File: src/shared/pwmb_pkg.sv
package pwmb_pkg;
    // Register indexes; the byte address on the bus is four times the index
    localparam int ADDR_W = 18;
    localparam logic [15:0] IDX_CNT_LO = 16'hf8b4;
    localparam logic [15:0] IDX_CNT_HI = 16'hf8b5;
    localparam logic [15:0] IDX_CTL0 = 16'hf8b6;
    localparam logic [15:0] IDX_CTL1 = 16'hf8b7;
    localparam logic [15:0] IDX_CTL2 = 16'hf8b8;

    localparam logic [7:0] CTL0_RST = 8'h00;
    localparam logic [7:0] CTL1_RST = 8'h40;
    localparam logic [7:0] CTL2_RST = 8'h00;
    localparam logic [7:0] CTL2_MASK = 8'h5f;

    // Control zero fields
    localparam int C0_CS = 0;
    localparam int C0_IS = 2;
    localparam int C0_NEG = 4;
    localparam int C0_INI = 5;
    localparam int C0_STP = 6;
    localparam int C0_CLIG = 7;
    // Control one fields
    localparam int C1_RUN = 0;
    localparam int C1_FLG = 6;
    localparam int C1_STAT = 7;
    // Control two fields
    localparam int C2_TGE = 0;
    localparam int C2_STM = 2;
    localparam int C2_TGSEL = 4;
    localparam int C2_MD = 6;

    localparam logic [1:0] CS_LOW = 2'h0;
    localparam logic [1:0] CS_HTB = 2'h1;
    localparam logic [1:0] CS_EXT = 2'h2;
    localparam logic [1:0] CS_OFF = 2'h3;

    localparam logic [1:0] IS_PERIOD = 2'h0;
    localparam logic [1:0] IS_DUTY = 2'h1;

    localparam logic [1:0] STM_SW = 2'h0;
    localparam logic [1:0] STM_SW_EXT = 2'h1;
    localparam logic [1:0] STM_EXT = 2'h2;
    localparam logic [1:0] STM_SW_CLR = 2'h3;

    localparam logic [1:0] TGE_NONE = 2'h0;
    localparam logic [1:0] TGE_RISE = 2'h1;
    localparam logic [1:0] TGE_FALL = 2'h2;
    localparam logic [1:0] TGE_BOTH = 2'h3;

    localparam logic [1:0] RESP_OKAY = 2'h0;
    localparam logic [1:0] RESP_SLVERR = 2'h2;

    localparam int LS_DIV_DEF = 610;
    localparam int HTB_DIV_DEF = 2;
endpackage : pwmb_pkg

File: src/verilog/pwmb_ctrl.sv
// Register access over AXI4-Lite is this design's own decision.
module pwmb_ctrl #(
    parameter int LS_DIV = pwmb_pkg::LS_DIV_DEF,
    parameter int HTB_DIV = pwmb_pkg::HTB_DIV_DEF
) (
    input wire logic clk, // 20 MHz oscillator clock
    input wire logic rst_n, // Synchronous reset, active low
    input wire logic [pwmb_pkg::ADDR_W-1:0] s_axi_awaddr, // Write address
    input wire logic s_axi_awvalid, // Write address valid
    output logic s_axi_awready, // Write address ready
    input wire logic [31:0] s_axi_wdata, // Write data
    input wire logic [3:0] s_axi_wstrb, // Write byte strobes
    input wire logic s_axi_wvalid, // Write data valid
    output logic s_axi_wready, // Write data ready
    output logic [1:0] s_axi_bresp, // Write response
    output logic s_axi_bvalid, // Write response valid
    input wire logic s_axi_bready, // Write response ready
    input wire logic [pwmb_pkg::ADDR_W-1:0] s_axi_araddr, // Read address
    input wire logic s_axi_arvalid, // Read address valid
    output logic s_axi_arready, // Read address ready
    output logic [31:0] s_axi_rdata, // Read data
    output logic [1:0] s_axi_rresp, // Read response
    output logic s_axi_rvalid, // Read data valid
    input wire logic s_axi_rready, // Read data ready
    input wire logic [15:0] period_value, // Period from the period register
    input wire logic [15:0] duty_value, // Duty from the duty register
    input wire logic cooperation_mode, // Channel pair cooperation
    input wire logic partner_count_run, // Partner run bit
    input wire logic partner_clear_inhibit, // Partner clear-inhibit bit
    input wire logic partner_trigger_pin_select, // Partner trigger-pin bit
    input wire logic partner_one_shot_select, // Partner one-shot bit
    input wire logic [1:0] partner_start_mode, // Partner start-mode field
    input wire logic [1:0] partner_trigger_edge, // Partner trigger-edge field
    input wire logic shared_event_pin_a, // Trigger pin a
    input wire logic shared_event_pin_b, // Trigger pin b
    input wire logic external_count_clock_pin, // External count clock pin
    output logic pwm_out, // Channel output
    output logic irq // Channel interrupt pulse
);
    localparam logic [pwmb_pkg::ADDR_W-1:0] A_CNT_LO = {pwmb_pkg::IDX_CNT_LO, 2'b00};
    localparam logic [pwmb_pkg::ADDR_W-1:0] A_CNT_HI = {pwmb_pkg::IDX_CNT_HI, 2'b00};
    localparam logic [pwmb_pkg::ADDR_W-1:0] A_CTL0 = {pwmb_pkg::IDX_CTL0, 2'b00};
    localparam logic [pwmb_pkg::ADDR_W-1:0] A_CTL1 = {pwmb_pkg::IDX_CTL1, 2'b00};
    localparam logic [pwmb_pkg::ADDR_W-1:0] A_CTL2 = {pwmb_pkg::IDX_CTL2, 2'b00};

    // Bus slave state
    logic aw_have_q, w_have_q;
    logic [pwmb_pkg::ADDR_W-1:0] awaddr_q;
    logic [7:0] wdata_q;
    logic wlane_q;
    logic wr_go;

    // Registers and channel state
    logic [7:0] ctl0_q, ctl2_q;
    logic run_q, counting_q, counting_d, flag_q;
    logic [15:0] cnt_q;
    logic pwm_out_q, irq_q;

    // Clock enables
    logic [15:0] ls_div_q, htb_div_q;
    logic ls_tick, htb_tick, ext_tick, tick, sample_en;
    logic [1:0] ext_sync_q;
    logic ext_prev_q;
    logic [1:0] pa_sync_q, pb_sync_q;
    logic trig_smp_q, trig_prev_q;
    logic trig_rise, trig_fall;
    logic partner_run_prev_q;

    // Decoded controls
    logic [1:0] cs, stm, tge;
    logic clig, tgsel, one_shot, init_level;
    logic wr_ctl0, wr_ctl1, wr_ctl2, wr_cnt;
    logic sw_allowed, sw_start, sw_stop;
    logic ext_start, ext_stop, ext_clear;
    logic per_match, duty_match, oneshot_end, pause_evt;

    assign wr_go = aw_have_q & w_have_q & ~s_axi_bvalid;
    assign wr_ctl0 = wr_go & wlane_q & (awaddr_q == A_CTL0);
    assign wr_ctl1 = wr_go & wlane_q & (awaddr_q == A_CTL1);
    assign wr_ctl2 = wr_go & wlane_q & (awaddr_q == A_CTL2);
    assign wr_cnt = wr_go & wlane_q & ((awaddr_q == A_CNT_LO) | (awaddr_q == A_CNT_HI));

    // Write address and data are taken independently, answered once both are held
    always_ff @(posedge clk) begin
        if (!rst_n) begin
            aw_have_q <= 1'b0;
            w_have_q <= 1'b0;
            awaddr_q <= '0;
            wdata_q <= 8'h00;
            wlane_q <= 1'b0;
            s_axi_awready <= 1'b0;
            s_axi_wready <= 1'b0;
            s_axi_bvalid <= 1'b0;
            s_axi_bresp <= pwmb_pkg::RESP_OKAY;
        end else begin
            s_axi_awready <= ~aw_have_q & ~(s_axi_awvalid & s_axi_awready);
            s_axi_wready <= ~w_have_q & ~(s_axi_wvalid & s_axi_wready);
            if (s_axi_awvalid && s_axi_awready) begin
                aw_have_q <= 1'b1;
                awaddr_q <= s_axi_awaddr;
            end
            if (s_axi_wvalid && s_axi_wready) begin
                w_have_q <= 1'b1;
                wdata_q <= s_axi_wdata[7:0];
                wlane_q <= s_axi_wstrb[0];
            end
            if (wr_go) begin
                s_axi_bvalid <= 1'b1;
                if ((awaddr_q == A_CTL0) || (awaddr_q == A_CTL1) || (awaddr_q == A_CTL2) ||
                    (awaddr_q == A_CNT_LO) || (awaddr_q == A_CNT_HI)) begin
                    s_axi_bresp <= pwmb_pkg::RESP_OKAY;
                end else begin
                    s_axi_bresp <= pwmb_pkg::RESP_SLVERR;
                end
            end else if (s_axi_bvalid && s_axi_bready) begin
                s_axi_bvalid <= 1'b0;
                aw_have_q <= 1'b0;
                w_have_q <= 1'b0;
            end
        end
    end

    // Read channel: one cycle from address to data
    always_ff @(posedge clk) begin
        if (!rst_n) begin
            s_axi_arready <= 1'b0;
            s_axi_rvalid <= 1'b0;
            s_axi_rdata <= 32'h0000_0000;
            s_axi_rresp <= pwmb_pkg::RESP_OKAY;
        end else if (s_axi_arvalid && s_axi_arready) begin
            s_axi_arready <= 1'b0;
            s_axi_rvalid <= 1'b1;
            s_axi_rresp <= pwmb_pkg::RESP_OKAY;
            case (s_axi_araddr)
                A_CTL0: s_axi_rdata <= {24'h000000, ctl0_q};
                A_CTL1: s_axi_rdata <= {24'h000000, counting_q, flag_q, 5'h00, run_q};
                A_CTL2: s_axi_rdata <= {24'h000000, ctl2_q};
                A_CNT_LO: s_axi_rdata <= {24'h000000, cnt_q[7:0]};
                A_CNT_HI: s_axi_rdata <= {24'h000000, cnt_q[15:8]};
                default: begin
                    s_axi_rdata <= 32'h0000_0000;
                    s_axi_rresp <= pwmb_pkg::RESP_SLVERR;
                end
            endcase
        end else if (s_axi_rvalid && s_axi_rready) begin
            s_axi_rvalid <= 1'b0;
            s_axi_arready <= 1'b1;
        end else if (!s_axi_rvalid) begin
            s_axi_arready <= 1'b1;
        end
    end

    // Configuration registers
    always_ff @(posedge clk) begin
        if (!rst_n) begin
            ctl0_q <= pwmb_pkg::CTL0_RST;
            ctl2_q <= pwmb_pkg::CTL2_RST;
        end else begin
            if (wr_ctl0) begin
                ctl0_q <= wdata_q;
            end
            if (wr_ctl2) begin
                ctl2_q <= wdata_q & pwmb_pkg::CTL2_MASK;
            end
        end
    end

    assign cs = ctl0_q[pwmb_pkg::C0_CS +: 2];
    assign init_level = ~(ctl0_q[pwmb_pkg::C0_INI] ^ ctl0_q[pwmb_pkg::C0_NEG]);
    assign clig = cooperation_mode ? partner_clear_inhibit : ctl0_q[pwmb_pkg::C0_CLIG];
    assign tgsel = cooperation_mode ? partner_trigger_pin_select : ctl2_q[pwmb_pkg::C2_TGSEL];
    assign one_shot = cooperation_mode ? partner_one_shot_select : ctl2_q[pwmb_pkg::C2_MD];
    assign stm = cooperation_mode ? partner_start_mode : ctl2_q[pwmb_pkg::C2_STM +: 2];
    assign tge = cooperation_mode ? partner_trigger_edge : ctl2_q[pwmb_pkg::C2_TGE +: 2];

    // Dividers for the slower count and sampling rates
    always_ff @(posedge clk) begin
        if (!rst_n) begin
            ls_div_q <= 16'h0000;
            htb_div_q <= 16'h0000;
        end else begin
            ls_div_q <= ls_tick ? 16'h0000 : ls_div_q + 16'h0001;
            htb_div_q <= htb_tick ? 16'h0000 : htb_div_q + 16'h0001;
        end
    end
    assign ls_tick = (ls_div_q == 16'(LS_DIV - 1));
    assign htb_tick = (htb_div_q == 16'(HTB_DIV - 1));

    // Pin synchronisers
    // Only the second stage of each synchroniser feeds logic
    always_ff @(posedge clk) begin
        if (!rst_n) begin
            ext_sync_q <= 2'b00;
            ext_prev_q <= 1'b0;
            pa_sync_q <= 2'b00;
            pb_sync_q <= 2'b00;
        end else begin
            ext_sync_q <= {ext_sync_q[0], external_count_clock_pin};
            ext_prev_q <= ext_sync_q[1];
            pa_sync_q <= {pa_sync_q[0], shared_event_pin_a};
            pb_sync_q <= {pb_sync_q[0], shared_event_pin_b};
        end
    end
    assign ext_tick = ext_sync_q[1] & ~ext_prev_q;

    always_comb begin
        case (cs)
            pwmb_pkg::CS_LOW: tick = ls_tick;
            pwmb_pkg::CS_HTB: tick = htb_tick;
            pwmb_pkg::CS_EXT: tick = ext_tick;
            default: tick = 1'b0;
        endcase
    end
    assign sample_en = (cs == pwmb_pkg::CS_HTB) ? 1'b1 : ls_tick;

    // Trigger pin sampling and edge detection
    always_ff @(posedge clk) begin
        if (!rst_n) begin
            trig_smp_q <= 1'b0;
            trig_prev_q <= 1'b0;
        end else if (sample_en) begin
            trig_smp_q <= tgsel ? pb_sync_q[1] : pa_sync_q[1];
            trig_prev_q <= trig_smp_q;
        end
    end
    // Edge seen between two successive samples
    assign trig_rise = sample_en & trig_smp_q & ~trig_prev_q;
    assign trig_fall = sample_en & ~trig_smp_q & trig_prev_q;

    // Start, stop and clear sources
    assign sw_allowed = (stm != pwmb_pkg::STM_EXT);
    assign sw_start = wr_ctl1 & wdata_q[pwmb_pkg::C1_RUN] & sw_allowed;
    assign sw_stop = wr_ctl1 & ~wdata_q[pwmb_pkg::C1_RUN] & sw_allowed;

    // Clear mode honours the inhibit against the current flag
    always_comb begin
        ext_start = 1'b0;
        ext_stop = 1'b0;
        ext_clear = 1'b0;
        if ((stm == pwmb_pkg::STM_SW_EXT) || (stm == pwmb_pkg::STM_EXT)) begin
            case (tge)
                pwmb_pkg::TGE_RISE: begin
                    ext_start = trig_rise;
                    ext_stop = trig_fall;
                end
                pwmb_pkg::TGE_FALL: begin
                    ext_start = trig_fall;
                    ext_stop = trig_rise;
                end
                default: begin
                    ext_start = 1'b0;
                end
            endcase
        end else if (stm == pwmb_pkg::STM_SW_CLR) begin
            case (tge)
                pwmb_pkg::TGE_RISE: ext_clear = trig_fall;
                pwmb_pkg::TGE_FALL: ext_clear = trig_rise;
                pwmb_pkg::TGE_BOTH: ext_clear = trig_rise | trig_fall;
                default: ext_clear = 1'b0;
            endcase
            if (clig && flag_q) begin
                ext_clear = 1'b0;
            end
        end
    end

    // Matches only on a tick while counting
    assign per_match = tick & counting_q & (cnt_q == period_value);
    assign duty_match = tick & counting_q & (cnt_q == duty_value);
    assign oneshot_end = per_match & one_shot;

    // Stops first, so a start in the same cycle wins
    always_comb begin
        counting_d = counting_q;
        if (oneshot_end || ext_stop || sw_stop) begin
            counting_d = 1'b0;
        end
        if (sw_start || ext_start) begin
            counting_d = 1'b1;
        end
        if (cs == pwmb_pkg::CS_OFF) begin
            counting_d = 1'b0;
        end
    end

    // Pause point for the stop-level choice
    assign pause_evt = cooperation_mode ? (partner_run_prev_q & ~partner_count_run)
                                        : (counting_q & ~counting_d);

    // Run bit: software write 1 wins over the one-shot clear
    always_ff @(posedge clk) begin
        if (!rst_n) begin
            run_q <= 1'b0;
            counting_q <= 1'b0;
            partner_run_prev_q <= 1'b0;
        end else begin
            partner_run_prev_q <= partner_count_run;
            counting_q <= counting_d;
            if (wr_ctl1) begin
                run_q <= wdata_q[pwmb_pkg::C1_RUN];
            end else if (oneshot_end) begin
                run_q <= 1'b0;
            end
        end
    end

    // Counter and output flag
    always_ff @(posedge clk) begin
        if (!rst_n) begin
            cnt_q <= 16'h0000;
            flag_q <= 1'b1;
        end else if (wr_cnt) begin
            cnt_q <= 16'h0000;
            flag_q <= 1'b1;
        end else if (ext_clear || ext_stop) begin
            cnt_q <= 16'h0000;
            flag_q <= 1'b1;
        end else if (per_match) begin
            cnt_q <= 16'h0000;
            flag_q <= 1'b1;
        end else if (tick && counting_q) begin
            cnt_q <= cnt_q + 16'h0001;
            if (duty_match) begin
                flag_q <= 1'b0;
            end
        end
    end

    // Output level and interrupt pulse
    always_ff @(posedge clk) begin
        if (!rst_n) begin
            pwm_out_q <= 1'b1;
            irq_q <= 1'b0;
        end else begin
            if (pause_evt && ctl0_q[pwmb_pkg::C0_STP]) begin
                pwm_out_q <= init_level;
            end else if (counting_q) begin
                pwm_out_q <= flag_q ? init_level : ~init_level;
            end
            case (ctl0_q[pwmb_pkg::C0_IS +: 2])
                pwmb_pkg::IS_PERIOD: irq_q <= per_match;
                pwmb_pkg::IS_DUTY: irq_q <= duty_match;
                default: irq_q <= per_match | duty_match;
            endcase
        end
    end

    assign pwm_out = pwm_out_q;
    assign irq = irq_q;
endmodule : pwmb_ctrl

File: config.mk
export PLATFORM = sky130hd
export DESIGN_NAME = pwmb_ctrl
export DESIGN_NICKNAME = d
export VERILOG_FILES = /design/src/shared/pwmb_pkg.sv /design/src/verilog/pwmb_ctrl.sv
export SDC_FILE = /design/constraint.sdc
export NUM_CORES = 1
export LEC_CHECK = 0
export BUFFER_PORTS_ARGS = -buffer_cell sky130_fd_sc_hd__buf_2
export CAP_MARGIN = 20
export CORE_MARGIN = 8
export CORE_UTILIZATION = 52
export DETAILED_ROUTE_END_ITERATION = 7
export HOLD_SLACK_MARGIN = 0.08
export PLACE_DENSITY = 0.79
export SYNTH_ARGS = -nofsm -noshare
export SYNTH_HDL_FRONTEND = slang
export SYNTH_SLANG_ARGS = --single-unit
File: constraint.sdc
create_clock -name clk -period 5.35 [get_ports clk]
set_input_delay 0.535 -clock clk [delete_from_list [all_inputs] [get_ports clk]]
set_output_delay 0.535 -clock clk [all_outputs]
set_load 0.01 [all_outputs]
==> impl_metrics.py, run 1 <==
metrics = {
    "status": {
        "outcome": "finished clean",
    },
    "sta": {
        "fin_skew_ns": 0.0113,
        "setup_tns_ns": 0,
        "hold_violations": 0,
        "worstMarginPinSlew_ns": 1.06,
        "fin_crit_ns": 2.86,
        "final.period_utilization_pct": 53.4,
        "max_clock_freq_mhz": 350,
        "rsz0062_at_grt": "no",
        "slew_violations": 0,
        "relSlewSlack_pct": 29.3,
        "setup_viol": 0,
    },
    "critical_path": {
        "cp.required_ns": 5.65,
        "crit_path_max_fanout": 17,
        "worst-setup-path-type": "reg2reg",
        "arrival_ns": 3.16,
        "start_kind": "flip-flop",
        "cp_cell_sequence": "nor4b_1 -> nand4_1 -> o32ai_2 -> o211ai_1 -> a31oi_1 -> mux2_2",
        "slowest_delay_ns": 0.93,
        "cp_slowest_cell": "o32ai_2",
        "worst_path_dominant_cell_family": "compound AO/OA/AOI/OAI gates",
        "end_kind": "flip-flop",
        "worst-path-buf-inv": 0,
    },
    "place": {
        "io_buffers": 112,
        "gp_congestion": 0.897,
        "dpl_cell_area_um2": 6640,
        "hpwl_um": 11500,
    },
    "clocking": {
        "post_cts_resized": 0,
        "cts.sink_count": 121,
        "clockBufferDepth": 2,
        "cts_buffers": 17,
        "cts_tree": "built",
        "cts_setup_buffers": 0,
        "clkTransAtPathRegs_ns": 0.05,
        "cts_max_level": 4,
        "root_buffer": "clkbuf_16",
        "ctsHoldBuffers": 0,
        "clock_latency_ns": 0.42,
    },
    "grt": {
        "grt_overflow_total": 0,
        "antenna_found_initial": 1,
        "grt_pass1_wl_um": 25200,
        "track_usage_pct": 19.7,
        "grt_pass1_vias": 5199,
        "grt_max_degree": 71,
    },
    "power_and_ir_drop": {
        "p_seq_share_pct": 42.5,
        "switching_share_pct": 23.5,
        "p_leak_nw": 2.82,
        "p_comb_share_pct": 6.9,
        "intPower_mw": 1.69,
        "cellPowerDensity_nw_per_um2": 306,
        "p_sw_mw": 0.521,
        "ir_drop_uv": 293,
        "clockPowerShare_pct": 50.6,
    },
    "cells_and_area": {
        "design_area_um2": 7220,
        "layout.nets": 926,
        "nFillCells": 946,
        "fin_util_pct": 63.2,
        "diodes": 0,
        "final_common_cell": "dfxtp_1",
        "mostFrequentLayoutCells": "dfxtp_1 (121), buf_2 (112), nand2_1 (92)",
        "drive_gt1_share_pct": 20.0,
        "multi_input_area_um2": 3420,
        "synthToLayoutAreaGrowth_pct": 18.4,
        "seq_area_um2": 2420,
    },
    "detailed_routing": {
        "vias_per_cell": 5.48,
        "drt_first_iter_violations": 255,
        "drt_wl_total_um": 15500,
        "wire_per_inst_um": 16.3,
        "drc": 0,
        "antenna_left": 0,
        "dr_total_vias": 5188,
        "dr.pass1.iters": 5,
    },
    "yosys": {
        "synthTopCellsByArea": "dfxtp_1 (40%), xnor2_1 (6.0%), nand2_1 (5.7%)",
        "synthesis.instances": 691,
        "synth_edf_count": 0,
        "ys_types": 61,
        "ys_seq_elements": 121,
        "synth_ff_type": "dfxtp_1",
        "yosysSeqAreaShare_pct": 39.7,
        "avgSynthCellArea_um2": 8.83,
        "synthArstFlopShare_pct": 0,
        "synthDominantCellAreaShare_pct": 39.7,
        "yosysTopAreaCell": "dfxtp_1",
        "synthesis.area_um2": 6100,
        "yosys_warnings": 0,
    },
    "die": {
        "initial_utilization_pct": 53.4,
        "die_w_um": 124,
        "die_y_um": 124,
        "die-area_um2": 15500,
        "num_rows": 39,
        "ios": 166,
        "core-area_um2": 11400,
    },
    "run": {
        "max_cap_violations": 0,
    },
    "min_path": {
        "hp-class": "in2reg",
    },
}
## final timing paths
| path | slack (ns) | start | cells past startpoint | end |
|---|---|---|---|---|
| worst max register to register | 2.49 | ls_div_q[9] | 6 | pwm_out |
| worst min-delay path | 0.33 | shared_event_pin_b | 2 | pb_sync_q[0] |
| worst min register to register | 0.43 | ext_sync_q[0] | 1 | ext_sync_q[1] |
| worst max-delay path | 2.49 | ls_div_q[9] | 6 | pwm_out |
## routing by layer
metal	vias up	part of all wire [%]	track usage, %
met1	2384	40	21.8
met3	41	7.5	6.77
met5	-	0.058	0
li1	2529	-	-
met2	232	49	33.7
met4	2	2.9	8.15
## state kept, by name, indices dropped and copies added (netlist names), 2 cells and up
register,count
cnt_q,16
wdata_q,8
htb_div_q,16
pb_sync_q,2
ctl0_q,8
ctl2_q,6
awaddr_q,18
ext_sync_q,2
ls_div_q,16
pa_sync_q,2
s_axi_rdata,8
## metrics by stage
| stage | hold slack, ns | total power [mW] | instances | setup slack, ns |
|---|---|---|---|---|
| floorplan | 0.412 | 1.06 | 716 | 2.67 |
| global placement | 0.416 | 1.10 | 916 | 2.62 |
| detailed placement | 0.419 | 1.11 | 916 | 2.53 |
| CTS | 0.320 | 2.23 | 947 | 2.59 |
| global route | 0.337 | 2.29 | 947 | 2.33 |
| finish | 0.333 | 2.21 | 947 | 2.49 |
## power by group through the flow
stage	Sequential (mW)	Combinational, mW	Clock (mW)
floorplan	0.958	0.105	0
global placement	0.958	0.146	0
detailed placement	0.960	0.151	0
CTS	0.941	0.152	1.13
global route	0.943	0.169	1.18
finish	0.941	0.152	1.12
## area by class of cell
class / count / area share [%]
well taps: 143 / 2.48
clock buffers: 18 / 6.08
multi-input cells: 527 / 47.3
clock inverters: 13 / 2.03
flip-flops and latches: 121 / 33.5
inverters: 11 / 0.572
repair buffers: 114 / 7.97
## synth_stat cells, types with 7 or more instances
cell      instances
nand4_1          16
a21oi_1           8
nand3_1          14
mux2i_1          25
o21ai_0          19
and3_1            7
ha_1             11
buf_4            26
nand3b_1          8
xnor2_1          42
nor4_1            7
nor2b_1          19
nand2_1          92
nor2_1           69
a21boi_0         30
inv_1            11
and2_1           15
xor2_1           31
clkbuf_1         27
dfxtp_1         121
nor3_1            9
## cell families after synthesis
kind of cell,share of synthesized area [%]
multiplexers,5.95
buffers and inverters,5.82
adder cells (fa/ha/maj),2.26
AO/OA/AOI/OAI,11.0
other,0.0615
AND/OR/NAND/NOR,24.7
flip-flops,39.7
XOR/XNOR,10.5
No activity file was read; power rests on OpenSTA's default activity.
==> run 2: changes to the inputs <==
Settings changed: CORE_UTILIZATION 52 to 48, PLACE_DENSITY 0.79 to 0.77.
Clock period 5.35 ns to 2.6 ns, I/O delays scaled along.
==> impl_metrics.py, run 2 (synthesis gave the netlist of run 1 again) <==
metrics = {
    "clocking": {
        "clock_latency_ns": 0.41,
        "cts_max_level": 4,
        "cts_tree": "built",
        "cts_buffers": 17,
        "root_buffer": "clkbuf_16",
        "clockBufferDepth": 2,
        "clkTransAtPathRegs_ns": 0.06,
        "cts.sink_count": 121,
    },
    "die": {
        "core-area_um2": 12500,
        "initial_utilization_pct": 48.8,
        "die-area_um2": 16600,
        "num_rows": 41,
        "ios": 166,
        "die_y_um": 129,
        "die_w_um": 129,
    },
    "power_and_ir_drop": {
        "p_leak_nw": 2.93,
        "ir_drop_uv": 362,
        "total_power_mw": 4.89,
        "cellPowerDensity_nw_per_um2": 658,
    },
    "detailed_routing": {
        "dr_total_vias": 5103,
        "antenna_left": 0,
        "dr.pass1.iters": 7,
        "drt_first_iter_violations": 332,
        "drt_wl_total_um": 15300,
        "drc": 0,
        "vias_per_cell": 5.16,
        "wire_per_inst_um": 15.5,
    },
    "cells_and_area": {
        "design_area_um2": 7430,
        "mostFrequentLayoutCells": "dfxtp_1 (121), buf_2 (112), nand2_1 (92)",
        "layout.nets": 938,
        "final_common_cell": "dfxtp_1",
        "top_register": "awaddr_q",
        "fin_util_pct": 59.4,
        "instances_no_fill": 989,
        "drive_gt1_share_pct": 20.8,
        "largest_reg_flops": 18,
        "diodes": 0,
        "synthToLayoutAreaGrowth_pct": 21.8,
    },
    "grt": {
        "antenna_found_initial": 0,
        "grt_pass1_vias": 4969,
        "grt_max_degree": 33,
        "grt_pass1_wl_um": 24500,
        "track_usage_pct": 18.7,
        "grt_overflow_total": 0,
    },
    "min_path": {
        "hp-class": "in2reg",
    },
    "critical_path": {
        "slowest_delay_ns": 0.45,
        "crit_path_max_fanout": 5,
        "cp_slowest_cell": "or4_1",
        "worst_path_dominant_cell_family": "simple AND/OR/NAND/NOR gates",
        "cp.required_ns": 2.94,
        "worst-path-buf-inv": 0,
        "worst-setup-path-type": "reg2reg",
        "end_kind": "flip-flop",
        "arrival_ns": 2.63,
        "cp_cell_sequence": "nor4_1 -> nand4_1 -> o32ai_2 -> o21ai_1 -> or4_1 -> a21oi_1",
        "start_kind": "flip-flop",
    },
    "sta": {
        "hold_violations": 0,
        "slew_violations": 0,
        "setup_tns_ns": 0,
        "fin_skew_ns": 0.0104,
        "relSlewSlack_pct": 58.3,
        "final.period_utilization_pct": 88.1,
        "setup_viol": 0,
        "worstMarginPinSlew_ns": 0.620,
        "fin_crit_ns": 2.29,
        "rsz0062_at_grt": "no",
        "max_clock_freq_mhz": 437,
    },
    "place": {
        "io_buffers": 112,
        "dpl_cell_area_um2": 6730,
        "gp_congestion": 0.883,
        "hpwl_um": 11100,
        "dp_cells": 953,
    },
    "status": {
        "outcome": "finished clean",
    },
    "run": {
        "max_cap_violations": 0,
    },
}
run 2: cell type report:
| cell class | count | area, um^2 |
|---|---|---|
| multi-input combinational | 527 | 3420 |
| inverter | 11 | 41.3 |
| timing repair buffer | 126 | 676 |
| clock buffer | 17 | 425 |
| tap | 172 | 215 |
| sequential | 121 | 2420 |
| fill | 1102 | 5080 |
| clock inverter | 15 | 236 |
run 2: where the power goes:
group | internal [mW] | switching [mW] | leakage (nW)
Combinational | 0.150 | 0.171 | 1.63
Sequential | 1.90 | 0.0332 | 0.982
Clock | 1.72 | 0.914 | 0.325
run 2: worst min-delay path, stage by stage:
cell	delay (ns)
buf_2	0.10
nand2_1	0.04
a21boi_0	0.06
run 2: worst paths after layout:
check                                startpoint            to  slack [ns]  depth (start not counted)
worst max-delay path                ls_div_q[4]     cnt_q[13]        0.31                          6
worst min-delay path            s_axi_awaddr[7]   awaddr_q[7]        0.09                          3
worst max register to register      ls_div_q[4]     cnt_q[13]        0.31                          6
worst min register to register     pa_sync_q[0]  pa_sync_q[1]        0.43                          1
run 2: per-layer routing:
| layer | vias up | GRT usage [%] | part of all wire, % | wire length [um] |
|---|---|---|---|---|
| met5 | - | 0 | 0 | 0 |
| met4 | 0 | 5.74 | 1.7 | 264 |
| met1 | 2359 | 23.8 | 45 | 6940 |
| met3 | 21 | 6.00 | 7.5 | 1150 |
| met2 | 169 | 29.4 | 46 | 6970 |
| li1 | 2554 | - | - | - |
run 2: metrics by stage:
stage	setup slack, ns	hold WS, ns
floorplan	0.191	0.382
global placement	0.271	0.417
detailed placement	0.268	0.420
CTS	0.343	0.0811
global route	0.198	0.0857
finish	0.310	0.0888
run 2: timing repair:
action	CTS	global route
gates resized for setup	0	0
setup buffers	0	0
hold buffers	3	1
endpoints found under the hold margin	3	1
==> run 3: changes to the inputs <==
Settings changed: CORE_ASPECT_RATIO set to 0.5.
==> impl_metrics.py, run 3 (synthesis gave the netlist of run 1 again) <==
metrics = {
    "cells_and_area": {
        "layout.nets": 940,
        "diodes": 0,
        "top_register": "awaddr_q",
        "final_common_cell": "dfxtp_1",
        "mostFrequentLayoutCells": "dfxtp_1 (121), buf_2 (112), nand2_1 (92)",
        "instances_no_fill": 989,
        "design_area_um2": 7430,
        "largest_reg_flops": 18,
        "drive_gt1_share_pct": 20.9,
        "synthToLayoutAreaGrowth_pct": 21.8,
        "fin_util_pct": 59.2,
        "nFillCells": 1082,
    },
    "place": {
        "dp_cells": 953,
        "hpwl_um": 10800,
        "io_buffers": 112,
        "dpl_cell_area_um2": 6750,
        "dp_worst_setup_slack_ns": 0.184,
        "gp_congestion": 0.861,
    },
    "power_and_ir_drop": {
        "total_power_mw": 4.83,
        "p_seq_share_pct": 40.0,
        "switching_share_pct": 22.2,
        "ir_drop_uv": 381,
        "p_comb_share_pct": 6.6,
        "clockPowerShare_pct": 53.4,
        "cellPowerDensity_nw_per_um2": 650,
        "p_sw_mw": 1.08,
        "intPower_mw": 3.76,
        "p_leak_nw": 2.94,
    },
    "sta": {
        "whs_ns": 0.0951,
        "relSlewSlack_pct": 57.3,
        "final.period_utilization_pct": 89.6,
        "slew_violations": 0,
        "setup_viol": 0,
        "setup_tns_ns": 0,
        "fin_crit_ns": 2.33,
        "hold_violations": 0,
        "setup_ws_ns": 0.272,
        "rsz0062_at_grt": "no",
        "worstMarginPinSlew_ns": 0.641,
        "fin_skew_ns": 0.00965,
        "max_clock_freq_mhz": 429,
    },
    "critical_path": {
        "end_kind": "flip-flop",
        "cp.required_ns": 2.89,
        "cp_cell_sequence": "or4b_4 -> nor4_4 -> nand3_4 -> o31ai_1 -> a211o_1 -> buf_4 -> nor2_1",
        "start_kind": "flip-flop",
        "rr_worst_depth": 7,
        "arrival_ns": 2.62,
        "cp_slowest_cell": "or4b_4",
        "worst-setup-path-type": "reg2reg",
        "crit_cells": 7,
        "worst_path_dominant_cell_family": "simple AND/OR/NAND/NOR gates",
        "timing.rr.start": "awaddr_q[10]",
        "startpoint": "awaddr_q[10]",
        "crit_path_max_fanout": 17,
        "slowest_delay_ns": 0.55,
        "worst-path-buf-inv": 1,
    },
    "die": {
        "num_rows": 29,
        "die_w_um": 175,
        "initial_utilization_pct": 48.6,
        "core-area_um2": 12600,
        "die-area_um2": 16800,
        "die_y_um": 95.7,
        "ios": 166,
    },
    "status": {
        "outcome": "finished clean",
    },
    "detailed_routing": {
        "drt_first_iter_violations": 255,
        "drt_wl_total_um": 14800,
        "dr_total_vias": 5199,
        "dr.pass1.iters": 8,
        "antenna_left": 0,
        "vias_per_cell": 5.26,
        "wire_per_inst_um": 14.9,
        "drc": 0,
    },
    "clocking": {
        "clock_latency_ns": 0.41,
        "root_buffer": "clkbuf_16",
        "clkTransAtPathRegs_ns": 0.06,
        "cts_buffers": 17,
        "cts_setup_buffers": 0,
        "clockBufferDepth": 2,
        "cts.sink_count": 121,
        "cts_max_level": 4,
        "cts_tree": "built",
    },
    "min_path": {
        "hp-start": "s_axi_awaddr[1]",
        "hp-class": "in2reg",
        "hold_path_depth": 3,
    },
    "grt": {
        "antenna_found_initial": 0,
        "grt_pass1_wl_um": 23600,
        "track_usage_pct": 17.2,
        "grt_max_degree": 53,
        "grt_overflow_total": 0,
        "grt_pass1_vias": 5027,
    },
    "run": {
        "max_cap_violations": 0,
    },
}
run 3: cell count changes in the layout (fill, tap and decap cells not counted), sizes merged:
cell | before | now
buf | 122 | 124
clkbuf | 17 | 18
clkinv | 4 | 5
clkinvlp | 0 | 1
inv | 17 | 14
run 3: timing repair:
item | CTS | global route
endpoints found under the hold margin | 4 | 0
hold buffers | 4 | 0
gates resized for setup | 0 | 0
run 3: final cells by class:
type	instances	area, um^2	share of cell area, %
clock buffer	18	429	5.77
clock inverter	14	220	2.96
inverter	11	41.3	0.555
multi-input combinational	527	3420	46.0
sequential	121	2420	32.6
tap	170	213	2.86
timing repair buffer	128	691	9.29
run 3: path summary, 6_finish.rpt:
path	endpoint	slack, ns
worst max-delay path	cnt_q[9]	0.27
worst min-delay path	awaddr_q[1]	0.1
worst max register to register	cnt_q[9]	0.27
worst min register to register	pb_sync_q[1]	0.43
run 3: tightest hold or removal path: stages:
cell	delay, ns
buf_2	0.09
nand2_1	0.04
a21boi_0	0.06
run 3: power by group through the flow:
stage               registers (mW)  logic, mW  clock network [mW]
CTS                           1.93      0.318                2.62
detailed placement            1.97      0.310                   0
floorplan                     1.97      0.216                   0
global route                  1.94      0.357                2.71
global placement              1.97      0.304                   0
finish                        1.94      0.318                2.58
run 3: routing by layer:
layer	vias to the layer above	share of wire (%)	GRT usage, %
li1	2560	-	-
met1	2406	45	21.4
met2	202	45	28.2
met3	31	8.6	5.29
met4	0	2.0	6.52
met5	-	0	0
